`src/hdl/lpt_bus_pkg.sv`:
```
/*
 * Shared constants, register map, pin carriers and helpers for the parallel port to instrument bus sender.
 * Assumes a single 100 MHz clock and an APB register port with 32-bit data.
 */
package lpt_bus_pkg;

	// ************************************************************
	// Timing.
	// ************************************************************
	localparam int CLK_PERIOD_NS = 10;
	localparam int SETTLE_TIME_NS = 2000;
	localparam int SETTLE_CYCLES = (SETTLE_TIME_NS + CLK_PERIOD_NS - 1) / CLK_PERIOD_NS;
	localparam int ACK_TIME_NS = 5000;
	localparam int ACK_CYCLES = (ACK_TIME_NS + CLK_PERIOD_NS - 1) / CLK_PERIOD_NS;
	localparam int IFC_TIME_US = 100;
	localparam int IFC_CYCLES = (IFC_TIME_US * 1000 + CLK_PERIOD_NS - 1) / CLK_PERIOD_NS;

	// ************************************************************
	// Register map: index, and byte address four times the index.
	// ************************************************************
	localparam int DATA_IDX = 0;
	localparam int STATUS_IDX = 1;
	localparam int CTRL_IDX = 2;
	localparam int CONFIG_IDX = 3;
	localparam logic [11:0] DATA_ADDR = 12'(DATA_IDX * 4);
	localparam logic [11:0] STATUS_ADDR = 12'(STATUS_IDX * 4);
	localparam logic [11:0] CTRL_ADDR = 12'(CTRL_IDX * 4);
	localparam logic [11:0] CONFIG_ADDR = 12'(CONFIG_IDX * 4);

	localparam int CTRL_STROBE = 0;
	localparam int CTRL_AUTO_FEED = 1;
	localparam int CTRL_INIT = 2;
	localparam int CTRL_SELECT_IN = 3;
	localparam int CTRL_ACK_IE = 4;
	localparam int CTRL_WIDTH = 5;
	localparam logic [4:0] CTRL_RESET = 5'h00;

	localparam int STAT_ERROR_N = 3;
	localparam int STAT_SELECT = 4;
	localparam int STAT_PAPER_END = 5;
	localparam int STAT_ACK_N = 6;
	localparam int STAT_BUSY_N = 7;

	localparam int CFG_ADDR_LSB = 0;
	localparam int CFG_ADDR_MSB = 4;
	localparam int CFG_PARITY = 5;
	localparam logic [5:0] CONFIG_RESET = 6'h01;
	localparam logic [7:0] LISTEN_BASE = 8'h20;

	// ************************************************************
	// Instrument bus pin carriers.
	// ************************************************************
	typedef struct packed {
		logic [7:0] dio;
		logic dav;
		logic atn;
		logic eoi;
		logic ifc;
		logic ren;
	} gpib_pins_t;

	typedef struct packed {
		logic nrfd;
		logic ndac;
		logic srq;
	} gpib_in_t;

	// Seven-bit code with DIO8 either passed through or replaced by even parity.
	function automatic logic [7:0] encode_byte(input logic [7:0] value, input logic parity_en);
		encode_byte = {parity_en ? ^value[6:0] : value[7], value[6:0]};
	endfunction

endpackage

```
`src/hdl/parallel_port_gpib_sender.sv`:
```
/*
 * Printer-style port adapter: host writes bytes over APB, each is sent to a listening instrument.
 * Assumes an APB master on clk, and open-drain instrument bus pins resolved outside.
 */
// Functional notes
// - Each accepted byte yields one acknowledge pulse.
// - Bus side: eight data, three handshake, five management.
// - Seven-bit code; DIO8 passed through or parity.
// - Only the system controller makes itself active.
// - Strobe rise latches byte; source handshake starts once select-in is set.
// - Enabled acknowledge release raises interrupt request.
// - Control register write-only, bits 7..5 ignored.
// - Init bit set then cleared reinitialises.
`timescale 1ns/1ns
module parallel_port_gpib_sender
	import lpt_bus_pkg::*;
#(
	parameter int IFC_CYCLES_P = IFC_CYCLES
)
(
	input wire logic clk,
	input wire logic rst,
	input wire logic psel,
	input wire logic penable,
	input wire logic pwrite,
	input wire logic [11:0] paddr,
	input wire logic [31:0] pwdata,
	output logic [31:0] prdata,
	output logic pready,
	output logic pslverr,
	input wire gpib_in_t bus_in,
	output gpib_pins_t bus_out,
	output gpib_pins_t bus_oe,
	output logic irq
);
	typedef enum logic [2:0] {ST_CLEAR, ST_IDLE, ST_WAIT_SELECT, ST_ADDR, ST_DATA, ST_ACK} eng_state_t;
	eng_state_t state_q;
	logic [7:0] data_q;
	logic [7:0] latch_q;
	logic [4:0] ctrl_q;
	logic [5:0] config_q;
	logic strobe_prev_q;
	logic init_prev_q;
	logic addressed_q;
	logic busy_n_q;
	logic ack_n_q;
	logic [15:0] count_q;
	logic hs_start_q;
	logic [7:0] hs_byte_q;
	logic [7:0] dio_oe;
	logic dav_oe;
	logic hs_done;
	logic access;
	logic wr_now;
	logic strobe_rise;
	logic reinit;
	logic [7:0] status;

	// ************************************************************
	// APB slave: one wait state, registered answer.
	// ************************************************************
	assign access = psel && penable;
	assign wr_now = access && pready && pwrite;
	assign status = {busy_n_q, ack_n_q, 1'b0, !bus_oe.atn, 1'b1, 3'h0};

	always_ff @(posedge clk) begin
		if (rst) begin
			pready <= 1'b0;
			pslverr <= 1'b0;
			prdata <= 32'h0000_0000;
		end else begin
			pready <= access && !pready;
			pslverr <= 1'b0;
			prdata <= 32'h0000_0000;
			if (access && !pready) begin
				case (paddr)
					DATA_ADDR: prdata <= {24'h00_0000, data_q};
					STATUS_ADDR: prdata <= {24'h00_0000, status};
					CTRL_ADDR: prdata <= 32'h0000_0000;
					CONFIG_ADDR: prdata <= {26'h000_0000, config_q};
					default: pslverr <= 1'b1;
				endcase
			end
		end
	end

	always_ff @(posedge clk) begin
		if (rst) begin
			data_q <= 8'h00;
			ctrl_q <= CTRL_RESET;
			config_q <= CONFIG_RESET;
		end else if (wr_now) begin
			if (paddr == DATA_ADDR) begin
				data_q <= pwdata[7:0];
			end
			if (paddr == CTRL_ADDR) begin
				ctrl_q <= pwdata[CTRL_WIDTH-1:0];
			end
			if (paddr == CONFIG_ADDR) begin
				config_q <= pwdata[CFG_PARITY:0];
			end
		end
	end

	// ************************************************************
	// Control edges.
	// ************************************************************
	assign strobe_rise = ctrl_q[CTRL_STROBE] && !strobe_prev_q;
	assign reinit = !ctrl_q[CTRL_INIT] && init_prev_q;

	always_ff @(posedge clk) begin
		if (rst) begin
			strobe_prev_q <= 1'b0;
			init_prev_q <= 1'b0;
		end else begin
			strobe_prev_q <= ctrl_q[CTRL_STROBE];
			init_prev_q <= ctrl_q[CTRL_INIT];
		end
	end

	// ************************************************************
	// Send engine.
	// ************************************************************
	// A strobe that rises while busy is dropped: the host is expected to poll not-busy first.
	always_ff @(posedge clk) begin
		if (rst || reinit) begin
			state_q <= ST_CLEAR;
			count_q <= 16'(IFC_CYCLES_P);
			latch_q <= 8'h00;
			addressed_q <= 1'b0;
			busy_n_q <= 1'b0;
			ack_n_q <= 1'b1;
			hs_start_q <= 1'b0;
			hs_byte_q <= 8'h00;
		end else begin
			hs_start_q <= 1'b0;
			case (state_q)
				ST_CLEAR: begin
					if (count_q != 16'h0000) begin
						count_q <= count_q - 16'h0001;
					end else begin
						busy_n_q <= 1'b1;
						state_q <= ST_IDLE;
					end
				end
				ST_IDLE: begin
					if (strobe_rise) begin
						latch_q <= data_q;
						busy_n_q <= 1'b0;
						state_q <= ST_WAIT_SELECT;
					end
				end
				ST_WAIT_SELECT: begin
					if (ctrl_q[CTRL_SELECT_IN]) begin
						hs_start_q <= 1'b1;
						if (addressed_q) begin
							hs_byte_q <= encode_byte(latch_q, config_q[CFG_PARITY]);
							state_q <= ST_DATA;
						end else begin
							hs_byte_q <= LISTEN_BASE | {3'h0, config_q[CFG_ADDR_MSB:CFG_ADDR_LSB]};
							state_q <= ST_ADDR;
						end
					end
				end
				ST_ADDR: begin
					if (hs_done) begin
						addressed_q <= 1'b1;
						hs_start_q <= 1'b1;
						hs_byte_q <= encode_byte(latch_q, config_q[CFG_PARITY]);
						state_q <= ST_DATA;
					end
				end
				ST_DATA: begin
					if (hs_done) begin
						ack_n_q <= 1'b0;
						count_q <= 16'(ACK_CYCLES);
						state_q <= ST_ACK;
					end
				end
				ST_ACK: begin
					if (count_q != 16'h0000) begin
						count_q <= count_q - 16'h0001;
					end else begin
						ack_n_q <= 1'b1;
						busy_n_q <= 1'b1;
						state_q <= ST_IDLE;
					end
				end
				default: begin
					state_q <= ST_IDLE;
				end
			endcase
		end
	end

	source_handshake u_source (
		.clk(clk),
		.rst(rst || reinit),
		.start(hs_start_q),
		.tx_byte(hs_byte_q),
		.nrfd_pin(bus_in.nrfd),
		.ndac_pin(bus_in.ndac),
		.dio_oe(dio_oe),
		.dav_oe(dav_oe),
		.done(hs_done)
	);

	// ************************************************************
	// Bus pins and interrupt request.
	// ************************************************************
	// The adapter is system controller, so it takes control with an IFC pulse after every reset.
	always_ff @(posedge clk) begin
		if (rst) begin
			bus_out <= '0;
			bus_oe <= '0;
			irq <= 1'b0;
		end else begin
			bus_out <= '0;
			bus_oe.dio <= dio_oe;
			bus_oe.dav <= dav_oe;
			bus_oe.atn <= (state_q == ST_ADDR);
			bus_oe.eoi <= 1'b0;
			bus_oe.ifc <= (state_q == ST_CLEAR) && !reinit;
			bus_oe.ren <= 1'b1;
			irq <= ctrl_q[CTRL_ACK_IE] && !ack_n_q && (state_q == ST_ACK) && (count_q == 16'h0000);
		end
	end
endmodule // parallel_port_gpib_sender

```
`src/hdl/source_handshake.sv`:
```
/*
 * Three-wire source handshake for one byte on the instrument bus.
 * Assumes the handshake pins arrive asynchronously and are open drain, low meaning true.
 */
`timescale 1ns/1ns
module source_handshake
	import lpt_bus_pkg::*;
(
	input wire logic clk,
	input wire logic rst,
	input wire logic start,
	input wire logic [7:0] tx_byte,
	input wire logic nrfd_pin,
	input wire logic ndac_pin,
	output logic [7:0] dio_oe,
	output logic dav_oe,
	output logic done
);
	typedef enum logic [1:0] {HS_IDLE, HS_SETTLE, HS_VALID, HS_RELEASE} hs_state_t;
	hs_state_t state_q;
	logic [2:0] nrfd_s_q;
	logic [2:0] ndac_s_q;
	logic nrfd_true_q;
	logic ndac_true_q;
	logic [15:0] settle_q;

	// ************************************************************
	// Pin filters: a change counts once the second and third stages agree.
	// ************************************************************
	always_ff @(posedge clk) begin
		if (rst) begin
			nrfd_s_q <= 3'h0;
			ndac_s_q <= 3'h0;
			nrfd_true_q <= 1'b0;
			ndac_true_q <= 1'b0;
		end else begin
			nrfd_s_q <= {nrfd_s_q[1:0], ~nrfd_pin};
			ndac_s_q <= {ndac_s_q[1:0], ~ndac_pin};
			if (nrfd_s_q[1] == nrfd_s_q[2]) begin
				nrfd_true_q <= nrfd_s_q[2];
			end
			if (ndac_s_q[1] == ndac_s_q[2]) begin
				ndac_true_q <= ndac_s_q[2];
			end
		end
	end

	// ************************************************************
	// Handshake sequence.
	// ************************************************************
	// With no listener on the bus both lines float false and the sequence waits in HS_SETTLE.
	always_ff @(posedge clk) begin
		if (rst) begin
			state_q <= HS_IDLE;
			dio_oe <= 8'h00;
			dav_oe <= 1'b0;
			done <= 1'b0;
			settle_q <= 16'h0000;
		end else begin
			done <= 1'b0;
			case (state_q)
				HS_IDLE: begin
					if (start) begin
						dio_oe <= tx_byte;
						settle_q <= 16'(SETTLE_CYCLES);
						state_q <= HS_SETTLE;
					end
				end
				HS_SETTLE: begin
					if (settle_q != 16'h0000) begin
						settle_q <= settle_q - 16'h0001;
					end else if (!nrfd_true_q && ndac_true_q) begin
						dav_oe <= 1'b1;
						state_q <= HS_VALID;
					end
				end
				HS_VALID: begin
					if (!ndac_true_q) begin
						dav_oe <= 1'b0;
						state_q <= HS_RELEASE;
					end
				end
				HS_RELEASE: begin
					dio_oe <= 8'h00;
					done <= 1'b1;
					state_q <= HS_IDLE;
				end
				default: begin
					state_q <= HS_IDLE;
				end
			endcase
		end
	end
endmodule // source_handshake

```
`config.mk`:
```
export PLATFORM = sky130hd
export DESIGN_NAME = parallel_port_gpib_sender
export DESIGN_NICKNAME = d
export VERILOG_FILES = /design/src/hdl/lpt_bus_pkg.sv /design/src/hdl/parallel_port_gpib_sender.sv /design/src/hdl/source_handshake.sv
export SDC_FILE = /design/constraint.sdc
export NUM_CORES = 1
export LEC_CHECK = 0
export ABC_AREA = 1
export BUFFER_PORTS_ARGS = -buffer_cell sky130_fd_sc_hd__buf_4
export CAP_MARGIN = 20
export CORE_UTILIZATION = 35
export DETAILED_ROUTE_END_ITERATION = 16
export SLEW_MARGIN = 20
export SYNTH_ARGS = -nofsm -noshare
export SYNTH_HDL_FRONTEND = slang
export SYNTH_SLANG_ARGS = --single-unit
```
`constraint.sdc`:
```
create_clock -name clk -period 2.15 [get_ports clk]
set_clock_uncertainty 0.2 [all_clocks]
set_input_delay 0 -clock clk [delete_from_list [all_inputs] [get_ports clk]]
set_output_delay 0 -clock clk [all_outputs]
set_load 0.05 [all_outputs]
```
==> impl_metrics.py <==
metrics = {
    "timing": {
        "final_hold_viol_count": 9,
        "timing.hold.ws_ns": -0.06566,
        "fin_setup_tns_ns": 0,
        "fin_ws_ns": 0.1333,
        "fin_crit_sh": 0.9380,
        "max_slew_margin": 0.6513,
        "setup_viol": 0,
        "max_freq_mhz": 495.9,
        "tightest_slew_ns": 0.5222,
        "slew_viol_final": 0,
        "min_period_ns": 2.017,
    },
    "final_layout": {
        "instances_no_fill": 1142,
        "post-route-util": 0.4474,
        "finalNetCount": 971,
        "diodes": 0,
        "final_area_um2": 7133,
        "syn2layout_area_growth_pct": 24.58,
        "drive_gt1_frac": 0.1339,
    },
    "pwr": {
        "leakagePower_nw": 3.128,
        "ir_drop_mv": 0.6939,
        "power_density_nw_per_um2": 1187,
        "total_power_mw": 8.467,
    },
    "synth": {
        "synth_top_area_frac": 0.4126,
        "synthFlopType": "dfxtp_1",
        "ys_ff_latch": 118,
        "synth.cell_area_um2": 5725,
        "synth_top_area_cell": "dfxtp_1",
        "synth_edf_count": 0,
        "ys_types": 37,
        "yosysWarnings": 0,
        "ys_seq_area_frac": 0.4126,
        "avgSynthCellArea_um2": 6.932,
        "synthTopCellsByArea": "dfxtp_1 41%, nand2_1 11%, nor2_1 8.3%",
        "syn_inst": 826,
        "async_flop_share": 0,
    },
    "floorplanning": {
        "core-area_um2": 15940,
        "io_pins": 113,
        "die_width_um": 129.9,
        "initial_core_util": 0.3591,
        "die_y_um": 129.9,
        "die-area_um2": 16870,
        "rows": 46,
    },
    "global_routing": {
        "antenna_found_initial": 0,
        "grt_pass1_vias": 4752,
        "grt_max_degree": 27,
        "overflow": 0,
        "grt_pass1_wl_um": 22160,
        "track_usage": 0.1676,
    },
    "run": {
        "cap_violations": 0,
    },
    "routing": {
        "drc_errors": 0,
        "via_count": 5083,
        "drt_iter0_drc": 235,
        "ant_nets": 0,
        "wl_per_cell_um": 11.24,
        "wl_um": 12840,
        "first_pass_iters": 4,
        "post_drt_via_cell_ratio": 4.451,
    },
    "placed_design": {
        "hpwl_um": 8841,
        "pre_cts_ws_ns": 0.1308,
        "numPortBuffers": 49,
        "dp_cells": 1080,
        "place.gp.congestion": 0.8023,
        "place_area_um2": 6220,
    },
    "clock_network": {
        "cts-hold-fix-buffers": 29,
        "cts.sinks": 118,
        "path_clk_slew_ns": 0.06,
        "cts_root_buf": "clkbuf_16",
        "clock_latency_ns": 0.42,
        "cts_tree": "built",
        "cts_max_path_buffers": 2,
        "h-tree-depth": 4,
        "cts_buffers": 17,
    },
    "hold_path": {
        "hold_class": "in2reg",
    },
    "setup_path": {
        "worstPathCellList": "dlygate4sd3_1, buf_4, nand2_1, dlygate4sd3_1, nor2_2, nand3_2, buf_4, o21ai_0, a21oi_1",
        "crit_path_start_kind": "input port",
        "max_stage_delay_ns": 0.57,
        "worstSetupPathType": "in2reg",
        "critPathBufInv": 4,
        "worst_setup_path_end_kind": "flip-flop",
        "critPathTopFamily": "buffers and inverters",
        "arrival_ns": 2.13,
        "required_ns": 2.26,
        "cp_max_fo": 9,
        "cp_slowest_cell": "dlygate4sd3_1",
    },
    "run_status": {
        "violations": "hold timing",
        "status": "complete, but fails checks",
    },
}
[kinds of logic after synthesis]
logic type | Yosys count | synth area share
XOR/XNOR | 6 | 0.009178
buffers and inverters | 164 | 0.1390
AND/OR/NAND/NOR | 394 | 0.2935
AO/OA/AOI/OAI | 137 | 0.1320
other | 1 | 0.0006550
adder cells (fa/ha/maj) | 6 | 0.01311
flip-flops | 118 | 0.4126
[worst reg2reg max path: stages, from the launching register on]
cell	delay, ns
dfxtp_1	0.31
inv_1	0.09
ha_2	0.23
nand2_1	0.11
nor2_2	0.15
nand2_1	0.11
nand2_4	0.12
nand2_4	0.05
buf_4	0.20
nand2_1	0.07
nand2_1	0.05
nand3_1	0.06
nand2_1	0.05
[cells in the final DEF (no fill, tap or decap), drive strengths merged, types with 4 or more instances in the layout]
cell type / instances
a211oi: 11
a21oi: 77
buf: 64
clkbuf: 17
conb: 38
dfxtp: 118
dlygate4sd3: 28
ha: 6
inv: 113
nand2: 180
nand3: 58
nand4: 13
nor2: 130
nor3: 5
o211ai: 7
o21ai: 37
or2: 4
xor2: 4
[flip-flops by register name, indices dropped and copies added (netlist names), 2 cells and up]
name,flops
bus_oe,12
data_q,8
count_q,16
state_q,3
u_source.ndac_s_q,3
u_source.dio_oe,8
config_q,6
hs_byte_q,8
prdata,8
latch_q,8
ctrl_q,4
u_source.settle_q,16
u_source.state_q,2
u_source.nrfd_s_q,3
[layer usage]
layer / part of all wire / vias to the layer above / track usage
li1: - / 2736 / -
met1: 0.48 / 2242 / 0.2082
met2: 0.46 / 95 / 0.2721
met3: 0.041 / 10 / 0.05248
met4: 0.012 / 0 / 0.06224
met5: 0 / - / 0
[final cells by class]
type | instances | area [um^2]
fill | 1604 | 8810
multi-input combinational | 581 | 2736
sequential | 118 | 2362
timing repair buffer | 93 | 798.3
clock buffer | 17 | 425.4
inverter | 102 | 382.9
tap | 216 | 270.3
clock inverter | 15 | 157.7
[timing repair]
action | 4_1_cts | 5_1_grt
endpoints found under the hold margin | 43 | 3
resized for setup | 0 | 12
setup buffers | 0 | 1
setup endpoints to repair | 0 | 33
[cell usage after synthesis, drive strengths merged (5+ instances only)]
cell type  count
a211oi        11
ha             6
nor2         130
o211ai         7
nand2        180
clkbuf        11
nor3           5
o21ai         37
buf           51
nand4         13
a21oi         77
nand3         58
inv          101
dfxtp        118
[power by group]
| group | total [mW] | leakage (nW) | internal (mW) | switching, mW |
|---|---|---|---|---|
| Combinational | 2.98 | 1.88 | 1.04 | 1.94 |
| Clock | 2.80 | 0.288 | 1.65 | 1.15 |
| Sequential | 2.69 | 0.959 | 2.47 | 0.219 |
| Total | 8.47 | 3.13 | 5.15 | 3.31 |
[final timing paths]
kind / depth (start not counted) / end / slack [ns] / startpoint
setup / recovery: 9 / data_q[2] / 0.13 / penable
setup reg to reg: 12 / count_q[9] / 0.23 / count_q[0]
hold reg to reg: 2 / u_source.nrfd_s_q[1] / 0.21 / u_source.nrfd_s_q[0]
hold / removal: 6 / data_q[6] / -0.07 / paddr[7]
Note: power is estimated with default switching activity, not from simulation.
